==> src/design/amp_fault_pkg.sv <==
// Shared constants for the amplifier fault monitor
package amp_fault_pkg;

    // ********************************************************
    // Geometry
    // ********************************************************
    localparam int AXES          = 8;
    localparam int HALL_W        = 3;
    localparam int PAIRS         = 4;
    localparam int GROUPS        = 2;
    localparam int GROUP_AXES    = 4;
    localparam int STATUS_W      = 8;

    // ********************************************************
    // Register byte offsets
    // ********************************************************
    localparam logic [5:0] QUERY_IDX_OFS  = 6'h00;
    localparam logic [5:0] QUERY_DATA_OFS = 6'h04;
    localparam logic [5:0] HALL_STATE_OFS = 6'h08;
    localparam logic [5:0] CTRL_OFS       = 6'h0C;
    localparam logic [5:0] CMD_OFS        = 6'h10;
    localparam logic [5:0] STATE_OFS      = 6'h14;

    // ********************************************************
    // Field positions
    // ********************************************************
    // Control register
    localparam int CTRL_OOE_LSB    = 0;
    localparam int CTRL_HANDLER    = 8;
    localparam int CTRL_RUNNING    = 9;
    localparam int CTRL_NEW_REV    = 10;
    localparam int CTRL_RELAY_OPT  = 11;
    // Command register, write one to act
    localparam int CMD_SERVO_HERE  = 0;
    localparam int CMD_MOTOR_OFF   = 1;
    localparam int CMD_CTRL_RESET  = 2;
    // Index-0 status word
    localparam int ST0_OVER_CUR    = 0;
    localparam int ST0_OVER_VOLT   = 1;
    localparam int ST0_OT_LOW      = 2;
    localparam int ST0_UNDER_VOLT  = 3;
    localparam int ST0_OT_HIGH     = 6;
    // State register
    localparam int STATE_MOTOR_OFF = 8;
    localparam int STATE_OC_LATCH  = 9;

    // ********************************************************
    // Values
    // ********************************************************
    localparam logic [STATUS_W-1:0] LOCKOUT_CODE = 8'h03;
    localparam logic [11:0]         CTRL_RESET   = 12'h000;
    localparam logic [1:0]          QIDX_RESET   = 2'h0;
    localparam logic [HALL_W-1:0]   HALL_ZEROS   = 3'h0;
    localparam logic [HALL_W-1:0]   HALL_ONES    = 3'h7;

endpackage

==> src/design/pin_sync.sv <==
// Three-stage input synchroniser with agreement filter
`timescale 1ns/10ps
module pin_sync
    import amp_fault_pkg::*;
#(
    parameter int W = 1
)
(
    // Clock and reset
    input  wire logic         mclk_in,
    input  wire logic         arst_n_in,
    // Pins and filtered result
    input  wire logic [W-1:0] pin_in,
    output logic      [W-1:0] level_out
);

    logic [W-1:0] s1_q;
    logic [W-1:0] s2_q;
    logic [W-1:0] s3_q;
    logic [W-1:0] lvl_q;
    logic [W-1:0] lvl_d;

    // A bit moves only once stages two and three agree
    assign lvl_d = (s2_q & s3_q) | (lvl_q & (s2_q | s3_q));

    always_ff @(posedge mclk_in or negedge arst_n_in)
    begin
        if (!arst_n_in)
        begin
            s1_q  <= '0;
            s2_q  <= '0;
            s3_q  <= '0;
            lvl_q <= '0;
        end
        else
        begin
            s1_q  <= pin_in;
            s2_q  <= s1_q;
            s3_q  <= s2_q;
            lvl_q <= lvl_d;
        end
    end

    assign level_out = lvl_q;

endmodule

==> src/design/amp_fault_monitor.sv <==
// Amplifier fault supervision with Avalon-MM register access
//
// The Avalon-MM slave port and the register offsets were decided locally.
`timescale 1ns/10ps
module amp_fault_monitor
    import amp_fault_pkg::*;
(
    // Clock and reset
    input  wire logic                   mclk_in,
    input  wire logic                   arst_n_in,
    // Avalon-MM slave
    input  wire logic [5:0]             avs_address_in,
    input  wire logic                   avs_read_in,
    input  wire logic                   avs_write_in,
    input  wire logic [31:0]            avs_writedata_in,
    output logic      [31:0]            avs_readdata_out,
    output logic                        avs_waitrequest_out,
    // Sensor and comparator pins
    input  wire logic [AXES*HALL_W-1:0] hall_in,
    input  wire logic                   supply_below_12v_in,
    input  wire logic                   supply_above_92v_in,
    input  wire logic                   supply_below_90v_in,
    input  wire logic [PAIRS-1:0]       pair_over_20a_in,
    input  wire logic [GROUPS-1:0]      heat_over_80c_in,
    input  wire logic [GROUPS-1:0]      heat_over_100c_in,
    input  wire logic [AXES-1:0]        cont_current_excess_in,
    input  wire logic                   emergency_lockout_input_in,
    // Amplifier controls
    output logic      [AXES-1:0]        amp_enable_out,
    output logic                        motor_off_out,
    output logic                        relay_open_out,
    output logic                        amp_fault_handler_out
);

    // ********************************************************
    // Input synchronisers
    // ********************************************************
    localparam int PIN_W = AXES*HALL_W + 3 + PAIRS + 2*GROUPS + AXES + 1;

    logic [PIN_W-1:0]         pins_raw;
    logic [PIN_W-1:0]         pins_s;
    logic [AXES*HALL_W-1:0]   hall_s;
    logic                     uv_s;
    logic                     above92_s;
    logic                     below90_s;
    logic [PAIRS-1:0]         oc_s;
    logic [GROUPS-1:0]        ot80_s;
    logic [GROUPS-1:0]        ot100_s;
    logic [AXES-1:0]          cont_s;
    logic                     elo_s;

    assign pins_raw = {hall_in, supply_below_12v_in, supply_above_92v_in,
                       supply_below_90v_in, pair_over_20a_in,
                       heat_over_80c_in, heat_over_100c_in,
                       cont_current_excess_in,
                       emergency_lockout_input_in};

    pin_sync #(.W(PIN_W)) u_sync
    (
        .mclk_in   (mclk_in),
        .arst_n_in (arst_n_in),
        .pin_in    (pins_raw),
        .level_out (pins_s)
    );

    assign {hall_s, uv_s, above92_s, below90_s, oc_s, ot80_s, ot100_s,
            cont_s, elo_s} = pins_s;

    // ********************************************************
    // Bus decode
    // ********************************************************
    logic        ack_q;
    logic [31:0] rdata_q;
    logic [31:0] rdata_d;
    logic        wr_take;
    logic        sel_qidx;
    logic        sel_qdata;
    logic        sel_hall;
    logic        sel_ctrl;
    logic        sel_cmd;
    logic        sel_state;

    // One wait cycle, then the request is answered
    assign avs_waitrequest_out = (avs_read_in | avs_write_in) & ~ack_q;
    assign wr_take   = avs_write_in & ack_q;
    assign sel_qidx  = (avs_address_in == QUERY_IDX_OFS);
    assign sel_qdata = (avs_address_in == QUERY_DATA_OFS);
    assign sel_hall  = (avs_address_in == HALL_STATE_OFS);
    assign sel_ctrl  = (avs_address_in == CTRL_OFS);
    assign sel_cmd   = (avs_address_in == CMD_OFS);
    assign sel_state = (avs_address_in == STATE_OFS);

    // ********************************************************
    // Software control
    // ********************************************************
    logic [11:0]     ctrl_q;
    logic [1:0]      qidx_q;
    logic            servo_here_cmd;
    logic            motor_off_cmd;
    logic            controller_reset_cmd;
    logic [AXES-1:0] off_on_error;
    logic            handler_present;
    logic            thread0_running;
    logic            new_rev;
    logic            motor_lead_relay_option;

    assign servo_here_cmd = wr_take & sel_cmd
                          & avs_writedata_in[CMD_SERVO_HERE];
    assign motor_off_cmd  = wr_take & sel_cmd
                          & avs_writedata_in[CMD_MOTOR_OFF];
    assign controller_reset_cmd = wr_take & sel_cmd
                                & avs_writedata_in[CMD_CTRL_RESET];

    assign off_on_error    = ctrl_q[CTRL_OOE_LSB +: AXES];
    assign handler_present = ctrl_q[CTRL_HANDLER];
    assign thread0_running = ctrl_q[CTRL_RUNNING];
    assign new_rev         = ctrl_q[CTRL_NEW_REV];
    assign motor_lead_relay_option = ctrl_q[CTRL_RELAY_OPT];

    // ********************************************************
    // Fault detection
    // ********************************************************
    logic [AXES-1:0]   hall_err;
    logic [AXES-1:0]   hall_off_q;
    logic [AXES-1:0]   hall_off_d;
    logic              ov_q;
    logic              ov_d;
    logic              oc_q;
    logic              oc_d;
    logic              oc_now;
    logic [GROUPS-1:0] ot_lat_q;
    logic [GROUPS-1:0] ot_lat_d;
    logic [GROUPS-1:0] ot_now;
    logic [GROUPS-1:0] ot_flag;
    logic              elo_q;
    logic              elo_d;
    logic              elo_mo_q;
    logic              elo_mo_d;
    logic              mo_q;
    logic              mo_d;

    genvar a;
    generate
        for (a = 0; a < AXES; a = a + 1)
        begin : g_hall
            logic [HALL_W-1:0] st;
            assign st = hall_s[a*HALL_W +: HALL_W];
            assign hall_err[a] = (st == HALL_ZEROS) || (st == HALL_ONES);
            // Disable is held until servo-here so a flickering sensor
            // cannot chatter the bridge on and off
            assign hall_off_d[a] = (hall_err[a] & off_on_error[a])
                | (hall_off_q[a] & ~servo_here_cmd & ~controller_reset_cmd);
        end
    endgenerate

    // Hysteresis between 92 V and 90 V; never latched beyond that
    assign ov_d = above92_s
                | (ov_q & ~below90_s & ~controller_reset_cmd);

    assign oc_now = |oc_s;
    // Set wins over clear: servo-here only releases a cleared fault
    assign oc_d = oc_now | (oc_q & ~servo_here_cmd
                & ~controller_reset_cmd);

    assign ot_now = new_rev ? ot80_s : ot100_s;
    assign ot_lat_d = new_rev ? (ot80_s | (ot_lat_q & ~{GROUPS{
                      servo_here_cmd | controller_reset_cmd}}))
                    : '0;
    assign ot_flag = ot_now | ot_lat_q;

    // Lockout recovery needs motor-off first, then servo-here
    assign elo_mo_d = elo_q & ~controller_reset_cmd
                    & (elo_mo_q | motor_off_cmd);
    assign elo_d = elo_s | (elo_q & ~controller_reset_cmd
                 & ~(servo_here_cmd & elo_mo_q));
    assign mo_d = elo_d | motor_off_cmd
                | (mo_q & ~servo_here_cmd & ~controller_reset_cmd);

    // ********************************************************
    // Status words
    // ********************************************************
    logic [STATUS_W-1:0] st0;
    logic [STATUS_W-1:0] st1;
    logic [STATUS_W-1:0] st2;
    logic [STATUS_W-1:0] st3;
    logic [STATUS_W-1:0] query_word;

    always_comb
    begin
        st0 = '0;
        st0[ST0_OVER_CUR]   = oc_q;
        st0[ST0_OVER_VOLT]  = ov_q;
        st0[ST0_OT_LOW]     = ot_flag[0];
        st0[ST0_OT_HIGH]    = ot_flag[1];
        st0[ST0_UNDER_VOLT] = uv_s;
    end

    assign st1 = hall_err[STATUS_W-1:0];
    assign st2 = cont_s[STATUS_W-1:0];
    assign st3 = elo_q ? LOCKOUT_CODE : '0;

    // Pure selection; reading alters no state
    assign query_word = (qidx_q == 2'h0) ? st0 :
                        (qidx_q == 2'h1) ? st1 :
                        (qidx_q == 2'h2) ? st2 : st3;

    // ********************************************************
    // Amplifier enables and motor-off
    // ********************************************************
    logic [AXES-1:0] en_q;
    logic [AXES-1:0] en_d;
    logic            common_off;

    assign common_off = uv_s | ov_q | oc_q | mo_q;

    generate
        for (a = 0; a < AXES; a = a + 1)
        begin : g_en
            assign en_d[a] = ~(common_off | hall_off_q[a]
                           | ot_flag[a/GROUP_AXES]);
        end
    endgenerate

    assign amp_enable_out = en_q;
    assign motor_off_out  = mo_q;

    // ********************************************************
    // Fault handler dispatch
    // ********************************************************
    logic            uv_prev_q;
    logic [AXES-1:0] hall_prev_q;
    logic [GROUPS-1:0] ot_prev_q;
    logic            elo_prev_q;
    logic            new_fault;
    logic            handler_q;
    logic            relay_q;

    // Rising edges only; over-voltage and over-current are left out
    // Low supply is not remembered until a handler runs, so power-up fires
    assign new_fault = (uv_s & ~uv_prev_q)
                     | (|(hall_err & ~hall_prev_q))
                     | (|(ot_flag & ~ot_prev_q))
                     | (elo_s & ~elo_prev_q);

    assign amp_fault_handler_out = handler_q;
    assign relay_open_out        = relay_q;

    // ********************************************************
    // Read data
    // ********************************************************
    always_comb
    begin
        rdata_d = 32'h0000_0000;
        if (sel_qidx)
            rdata_d[1:0] = qidx_q;
        else if (sel_qdata)
            rdata_d[STATUS_W-1:0] = query_word;
        else if (sel_hall)
            rdata_d[AXES*HALL_W-1:0] = hall_s;
        else if (sel_ctrl)
            rdata_d[11:0] = ctrl_q;
        else if (sel_state)
        begin
            rdata_d[AXES-1:0]        = en_q;
            rdata_d[STATE_MOTOR_OFF] = mo_q;
            rdata_d[STATE_OC_LATCH]  = oc_q;
        end
    end

    assign avs_readdata_out = rdata_q;

    // ********************************************************
    // Registers
    // ********************************************************
    always_ff @(posedge mclk_in or negedge arst_n_in)
    begin
        if (!arst_n_in)
        begin
            ack_q   <= 1'b0;
            rdata_q <= 32'h0000_0000;
            ctrl_q  <= CTRL_RESET;
            qidx_q  <= QIDX_RESET;
        end
        else
        begin
            ack_q <= (avs_read_in | avs_write_in) & ~ack_q;
            if (avs_read_in & ~ack_q)
                rdata_q <= rdata_d;
            if (wr_take & sel_ctrl)
                ctrl_q <= avs_writedata_in[11:0];
            if (wr_take & sel_qidx)
                qidx_q <= avs_writedata_in[1:0];
        end
    end

    always_ff @(posedge mclk_in or negedge arst_n_in)
    begin
        if (!arst_n_in)
        begin
            hall_off_q <= '0;
            ov_q       <= 1'b0;
            oc_q       <= 1'b0;
            ot_lat_q   <= '0;
            elo_q      <= 1'b0;
            elo_mo_q   <= 1'b0;
            mo_q       <= 1'b0;
            en_q       <= '0;
        end
        else
        begin
            hall_off_q <= hall_off_d;
            ov_q       <= ov_d;
            oc_q       <= oc_d;
            ot_lat_q   <= ot_lat_d;
            elo_q      <= elo_d;
            elo_mo_q   <= elo_mo_d;
            mo_q       <= mo_d;
            en_q       <= en_d;
        end
    end

    always_ff @(posedge mclk_in or negedge arst_n_in)
    begin
        if (!arst_n_in)
        begin
            uv_prev_q   <= 1'b0;
            hall_prev_q <= '0;
            ot_prev_q   <= '0;
            elo_prev_q  <= 1'b0;
            handler_q   <= 1'b0;
            relay_q     <= 1'b0;
        end
        else
        begin
            // A controller reset forgets history so live faults re-fire
            uv_prev_q   <= uv_s & handler_present & thread0_running
                         & ~controller_reset_cmd;
            hall_prev_q <= hall_err & ~{AXES{controller_reset_cmd}};
            ot_prev_q   <= ot_flag & ~{GROUPS{controller_reset_cmd}};
            elo_prev_q  <= elo_s & ~controller_reset_cmd;
            handler_q   <= new_fault & handler_present
                         & thread0_running;
            relay_q     <= motor_lead_relay_option & mo_q;
        end
    end

endmodule

==> config.mk <==
export PLATFORM = sky130hd
export DESIGN_NAME = amp_fault_monitor
export DESIGN_NICKNAME = d
export VERILOG_FILES = /design/src/design/amp_fault_pkg.sv /design/src/design/pin_sync.sv /design/src/design/amp_fault_monitor.sv
export SDC_FILE = /design/constraint.sdc
export NUM_CORES = 1
export LEC_CHECK = 0
export BUFFER_PORTS_ARGS = -buffer_cell sky130_fd_sc_hd__buf_2
export CAP_MARGIN = 20
export CORE_UTILIZATION = 56
export CTS_BUF_LIST = sky130_fd_sc_hd__clkbuf_16
export CTS_CLUSTER_DIAMETER = 80
export DETAILED_ROUTE_END_ITERATION = 8
export PLACE_DENSITY = 0.79
export SLEW_MARGIN = 5
export SYNTH_ARGS = -nofsm -noshare
export SYNTH_HDL_FRONTEND = slang
export SYNTH_SLANG_ARGS = --single-unit
==> constraint.sdc <==
create_clock -name mclk_in -period 2.3 [get_ports mclk_in]
set_clock_uncertainty 0.05 [all_clocks]
set_input_delay 0.345 -clock mclk_in [delete_from_list [all_inputs] [get_ports mclk_in]]
set_output_delay 0.345 -clock mclk_in [all_outputs]
set_load 0.05 [all_outputs]
==> impl_metrics.yaml, run 1 <==
global_routing:
  gr-total-overflow: 0
  grt-busiest-layer: "met2"
  antenna_found_initial: 0
  grt.total_usage_pct: 24.1
  gr-usage-met3_pct: 4.79
  grt_pass1_vias: 5608
  grt_pass1_wl_um: 29300
  grtUsageMet1_pct: 32.9
  grt_max_degree: 80
  met2_usage_pct: 40.1
worst_hold_path:
  holdCritPathClass: "input port to register"
  hp-start: "avs_writedata_in[5]"
routing:
  first_iter_violations: 408
  vias_per_cell: 5.50
  drc: 9
  ant_nets: 0
  firstDrtPassIters: 8
  vias: 5312
  wl_um: 17900
  wire_per_inst_um: 18.6
setup_path:
  path_max_fanout: 5
  cp-startpoint: "ack_q"
  startpoint_type: "register"
  cp.arrival_ns: 2.20
  slowest_delay_ns: 0.52
  r2r_end: "motor_off_out"
  reg2reg_from: "ack_q"
  crit_cells: 4
  crit_family: "simple AND/OR/NAND/NOR gates"
  path_cells: "or4bb_1 > o41ai_1 > nand2_1 > a221o_1"
  crit_end: "motor_off_out"
  cp_data_required_time_ns: 2.66
  end_kind: "register"
  r2r_cells: 4
  slowest_stage: "or4bb_1"
  critPathKind: "register to register"
  cp_num_buf_inv: 0
  rrSetupSlack_ns: 0.46
pwr:
  pwr-share-clk_pct: 40.0
  power.total_mw: 9.74
  leakagePower_nw: 4.89
  p_sw_mw: 2.39
  combPwrFrac_pct: 8.6
  p_per_area_nw_per_um2: 920
  p_int_mw: 7.35
  power.share.sequential_pct: 51.4
  p_sw_share_pct: 24.5
  ir_worst_vdd_mv: 0.704
timing:
  rsz0062_at_grt: "false"
  fmax_mhz: 543
  worstMarginPinSlew_ns: 0.615
  max_slew_margin_pct: 59.0
  tns_ns: 0
  hold_viol_final: 0
  period_needed_ns: 1.84
  report.final.slew_viol_count: 0
  finalSetupViolCount: 0
  finalCritPeriodShare_pct: 80.1
logic_synthesis:
  synth_cell_types: 53
  syn_area_per_cell_um2: 14.5
  synthFlopType: "dfrtp_1"
  ys_async_sr_fraction_pct: 100
  ys_seq_area_share_pct: 73.8
  synth_seq_cells: 252
  ys.warnings.count: 0
  synth_edf_count: 0
  synth_area_leader_cell: "dfrtp_1"
  synth.top_cell.area_share_pct: 73.8
  ys_top_cells_by_area: "dfrtp_1 (74%), maj3_1 (5.2%), nand2_1 (2.0%)"
  syn-cell-area_um2: 8540
  syn_inst: 590
floorplan:
  num_rows: 44
  io_pins: 130
  die-area_um2: 15800
  die_w_um: 126
  die_h_um: 126
  start_util_pct: 58.1
  core-area_um2: 14700
layout:
  area_growth_syn_to_layout_pct: 24.0
  final_cell_mix: "dfrtp_1 (252), buf_2 (100), dlygate4sd3_1 (47)"
  layout_commonest_cell: "dfrtp_1"
  n_antenna_cell: 0
  final_nets: 849
  drive_gt1_share_pct: 22.8
cts:
  cts_sinks: 252
  cts-root-buf: "clkbuf_16"
  htreeDepth: 1
  clockBufferDepth: 3
  cts_tree: "done"
  clkLatencyLatePin_ns: 0.53
  cts_made_buffers: 25
  clkTransAtPathRegs_ns: 0.06
outcome:
  outcome: "finished, violations left"
  violations: "design-rule violations"
place:
  io_buffers: 101
  place.gp.congestion: 0.868
  hpwl_um: 11900
run:
  cap_violations: 0
[sequential cells by signal (all words and copies together) (netlist names), 2 cells and up]
| signal | cells |
|---|---|
| u_sync.level_out | 44 |
| u_sync.s1_q | 44 |
| u_sync.s2_q | 44 |
| u_sync.s3_q | 44 |
| avs_readdata_out | 24 |
| ctrl_q | 12 |
| amp_enable_out | 8 |
| hall_off_q | 8 |
| hall_prev_q | 8 |
| ot_lat_q | 2 |
| ot_prev_q | 2 |
| qidx_q | 2 |
[area by class of cell]
| cell class | count | area [um^2] |
|---|---|---|
| clock buffer | 25 | 626 |
| clock inverter | 21 | 178 |
| fill | 967 | 4110 |
| inverter | 12 | 45.0 |
| multi-input combinational | 308 | 2070 |
| sequential | 252 | 6310 |
| tap | 184 | 230 |
| timing repair buffer | 164 | 1130 |
[logic make-up after synthesis]
logic type                 synth area share [%]
adders and majority gates                  5.16
and+or+nand+nor                            7.97
other                                    0.0439
muxes                                      2.53
DFF                                        73.8
AOI/OAI and AO/OA                          8.27
buffers and inverters                      2.21
[worst reg2reg max path, cell delays in order (launching register included)]
cell     delay, ns
dfrtp_1       0.45
or4bb_1       0.52
o41ai_1       0.34
nand2_1       0.12
a221o_1       0.26
[synth_stat cells, types with 3 or more instances]
cell / number
or2_2: 3
nand3_1: 8
a21oi_1: 26
nor3_1: 6
a22oi_1: 9
o31ai_1: 4
maj3_1: 44
a2bb2oi_1: 4
buf_4: 9
nand2_1: 45
and2_1: 7
a31oi_1: 5
nor2_1: 24
mux2i_1: 7
o21ai_0: 27
or4_1: 3
nand2b_1: 6
mux2_2: 13
nor4_1: 3
dfrtp_1: 252
inv_1: 12
a22o_1: 7
nor2b_1: 9
or3_1: 9
clkbuf_1: 12
[layer usage]
layer	wire (um)	vias to the layer above
li1	-	2408
met1	7540	2677
met2	8850	197
met3	1090	30
met4	451	0
met5	0	-
[worst min-delay path by stage]
stage,to,slack (ns),cells after the start
after detailed placement,u_sync.s2_q[40],0.28,0
after floorplan,ack_q,-0.0006,0
final,ctrl_q[5],0.02,2
after global routing,ctrl_q[11],0.004,2
after global placement,u_sync.s2_q[13],0.28,0
after CTS,ctrl_q[11],0.006,2
[power by group through the flow]
stage	sequential, mW	clock [mW]	combinational [mW]
floorplan	5.08	0	0.413
global placement	5.06	0	0.744
detailed placement	5.08	0	0.770
CTS	5.01	3.96	0.839
global route	5.05	4.16	0.910
finish	5.01	3.90	0.835
[through the flow]
stage / util [%] / cells / setup slack [ns] / cell area [um^2] / hold slack, ns
final: 72.0 / 966 / 0.457 / 10600 / 0.0160
after global routing: 72.0 / 966 / 0.364 / 10600 / 0.00362
after CTS: 72.0 / 966 / 0.464 / 10600 / 0.00567
after detailed placement: 63.4 / 873 / 0.231 / 9320 / 0.285
after global placement: 63.4 / 873 / 0.274 / 9320 / 0.282
after floorplan: - / 597 / 0.445 / 8570 / -0.000591
[timing repair]
action	in CTS	in global routing
endpoints found under the hold margin	117	0
buffers inserted	0	0
gates resized for setup	0	0
hold buffers	47	0
(Power assumes the default switching activity.)
==> run 2, diff against run 1 <==
Settings changed: ABC_AREA set to 1, CORE_UTILIZATION 56 to 50, PLACE_DENSITY 0.79 to 0.74.
Clock period 2.3 ns to 1.6 ns, I/O delays scaled along.
==> impl_metrics.yaml, run 2 <==
global_routing:
  grt_pass1_wl_um: 29300
  gr-total-overflow: 0
  met2_usage_pct: 32.6
  antenna_found_initial: 0
  grt.total_usage_pct: 21.1
  grt_pass1_vias: 5795
  grt_max_degree: 57
  grt-busiest-layer: "met2"
  grtUsageMet1_pct: 29.6
  gr-usage-met3_pct: 4.45
cts:
  postCtsSetupRepairBufs: 0
  cts_tree: "done"
  clkTransAtPathRegs_ns: 0.06
  cts_sinks: 252
  cts-root-buf: "clkbuf_16"
  clkLatencyLatePin_ns: 0.53
  htreeDepth: 1
  cts_made_buffers: 26
  clockBufferDepth: 3
logic_synthesis:
  synth_area_leader_cell: "dfrtp_1"
  synth.top_cell.area_share_pct: 72.9
  synth_most_common_cell: "dfrtp_1"
  synthFlopType: "dfrtp_1"
  synth_cell_types: 34
  synth_commonest_cells: "dfrtp_1 (252), nand2_1 (157), nand3_1 (58), inv_1 (57), maj3_1 (44)"
  synth_edf_count: 0
  synth_seq_cells: 252
  syn-cell-area_um2: 8650
  ys_seq_area_share_pct: 72.9
  syn_area_per_cell_um2: 12.3
  ys_async_sr_fraction_pct: 100
  ys.warnings.count: 0
  syn_inst: 706
  ys_top_cells_by_area: "dfrtp_1 (73%), nand2_1 (6.8%), maj3_1 (5.1%)"
setup_path:
  startpoint_type: "register"
  cp.arrival_ns: 1.27
  path_cells: "buf_4 > clkbuf_4"
  rrSetupSlack_ns: 0.12
  slowest_delay_ns: 0.38
  r2r_end: "motor_off_out"
  path_max_fanout: 4
  end_kind: "output port"
  r2r_cells: 7
  critPathKind: "register to output port"
  cp_data_required_time_ns: 1.31
  reg2reg_from: "ack_q"
  slowest_stage: "dfrtp_1"
layout:
  regArea_um2: 6310
  drive_gt1_share_pct: 20.7
  final_cell_mix: "dfrtp_1 (250), nand2_1 (157), buf_2 (98)"
  final_nets: 994
  final_area_um2: 11100
  layout_commonest_cell: "dfrtp_1"
  multi_input_area_um2: 2040
  n_antenna_cell: 0
  area_growth_syn_to_layout_pct: 28.4
  fill_cells: 1264
timing:
  fmax_mhz: 640
  report.final.slew_viol_count: 0
  finalCritPeriodShare_pct: 97.7
  hold_viol_final: 0
  tns_ns: 0
  rsz0062_at_grt: "false"
  finalSetupViolCount: 0
  period_needed_ns: 1.56
routing:
  firstDrtPassIters: 5
  wire_per_inst_um: 15.5
  wl_um: 17800
  ant_nets: 0
  vias: 5678
  vias_per_cell: 4.95
  first_iter_violations: 367
  drc: 0
pwr:
  p_sw_share_pct: 23.5
  combPwrFrac_pct: 8.1
  ir_worst_vdd_mv: 0.978
  power.share.sequential_pct: 48.9
  pwr-share-clk_pct: 43.0
  p_per_area_nw_per_um2: 1300
  p_sw_mw: 3.40
  leakagePower_nw: 5.55
  p_int_mw: 11.1
place:
  place_area_um2: 9610
  io_buffers: 101
  place.gp.congestion: 0.853
  hpwl_um: 11800
floorplan:
  core-area_um2: 16800
  start_util_pct: 51.6
  io_pins: 130
  die_w_um: 134
  num_rows: 47
  die_h_um: 134
  die-area_um2: 17800
worst_hold_path:
  hold_end: "ctrl_q[0]"
  hold_depth: 3
  hp-start: "avs_writedata_in[0]"
  holdCritPathClass: "input port to register"
run:
  cap_violations: 0
outcome:
  outcome: "complete, no violations"
==> run 2: cell families (layout without fill, tap and decap cells) <==
logic type	after synthesis	in the layout	synth area share (%)
AND/OR/NAND/NOR	280	280	14.2
flip-flops	252	252	72.9
AO/OA/AOI/OAI	44	44	2.91
multiplexers	7	7	0.954
adder cells (fa/ha/maj)	44	44	5.09
other	1	8	0.0433
buffers and inverters	78	293	3.89
==> run 2: what timing repair did <==
item / CTS / global route
hold endpoints to repair: 287 / 0
endpoints found under the setup margin: 1 / 9
gates resized for setup: 1 / 7
hold buffers: 58 / 0
pin swaps: 0 / 0
==> run 2: layout make-up <==
class / count / share of cell area (%)
flip-flops and latches: 252 / 56.8
multi-input cells: 383 / 18.4
repair buffers: 186 / 12.2
clock buffers: 26 / 5.86
well taps: 220 / 2.48
clock inverters: 22 / 2.29
inverters: 59 / 1.99
==> run 2: how the worst max path moves through the flow <==
stage / slack, ns / end / from / depth (start not counted)
2_1_floorplan: 0.20 / amp_enable_out[4] / motor_off_out / 4
3_3_place_gp: 0.11 / hall_off_q[7] / avs_address_in[4] / 6
3_5_place_dp: 0.11 / hall_off_q[4] / avs_address_in[4] / 6
4_1_cts: 0.03 / motor_off_out / motor_off_out / 2
5_1_grt: 0.02 / motor_off_out / motor_off_out / 2
6_report: 0.04 / motor_off_out / motor_off_out / 2
==> run 2: critical path, delay by kind of cell, from the launching register on <==
kind,cells,cell delay [ns]
buf+inv,2,0.37
flops,1,0.38
==> run 2: power by group through the flow <==
stage / Sequential, mW / Combinational (mW) / Clock, mW
floorplan: 7.18 / 0.565 / 0
global route: 7.13 / 1.31 / 6.60
finish: 7.08 / 1.18 / 6.23
CTS: 7.08 / 1.18 / 6.33
detailed placement: 7.18 / 1.06 / 0
global placement: 7.17 / 1.03 / 0
==> run 2: per-stage QoR <==
step,hold WS [ns],total power [mW],instances,util (%),worst slack (ns)
after floorplan,-0.106,7.74,713,-,0.203
after global placement,0.119,8.20,1042,57.3,0.110
after detailed placement,0.123,8.24,1042,57.3,0.107
after CTS,0.00617,14.6,1148,66.2,0.0252
after global routing,0.0204,15.0,1148,66.3,0.0174
final,0.00662,14.5,1148,66.3,0.0368
==> run 2: per-layer routing <==
| layer | part of all wire [%] | routed length [um] |
|---|---|---|
| met4 | 3.6 | 646 |
| met3 | 6.3 | 1120 |
| met5 | 0 | 0 |
| met1 | 44 | 7870 |
| met2 | 46 | 8150 |
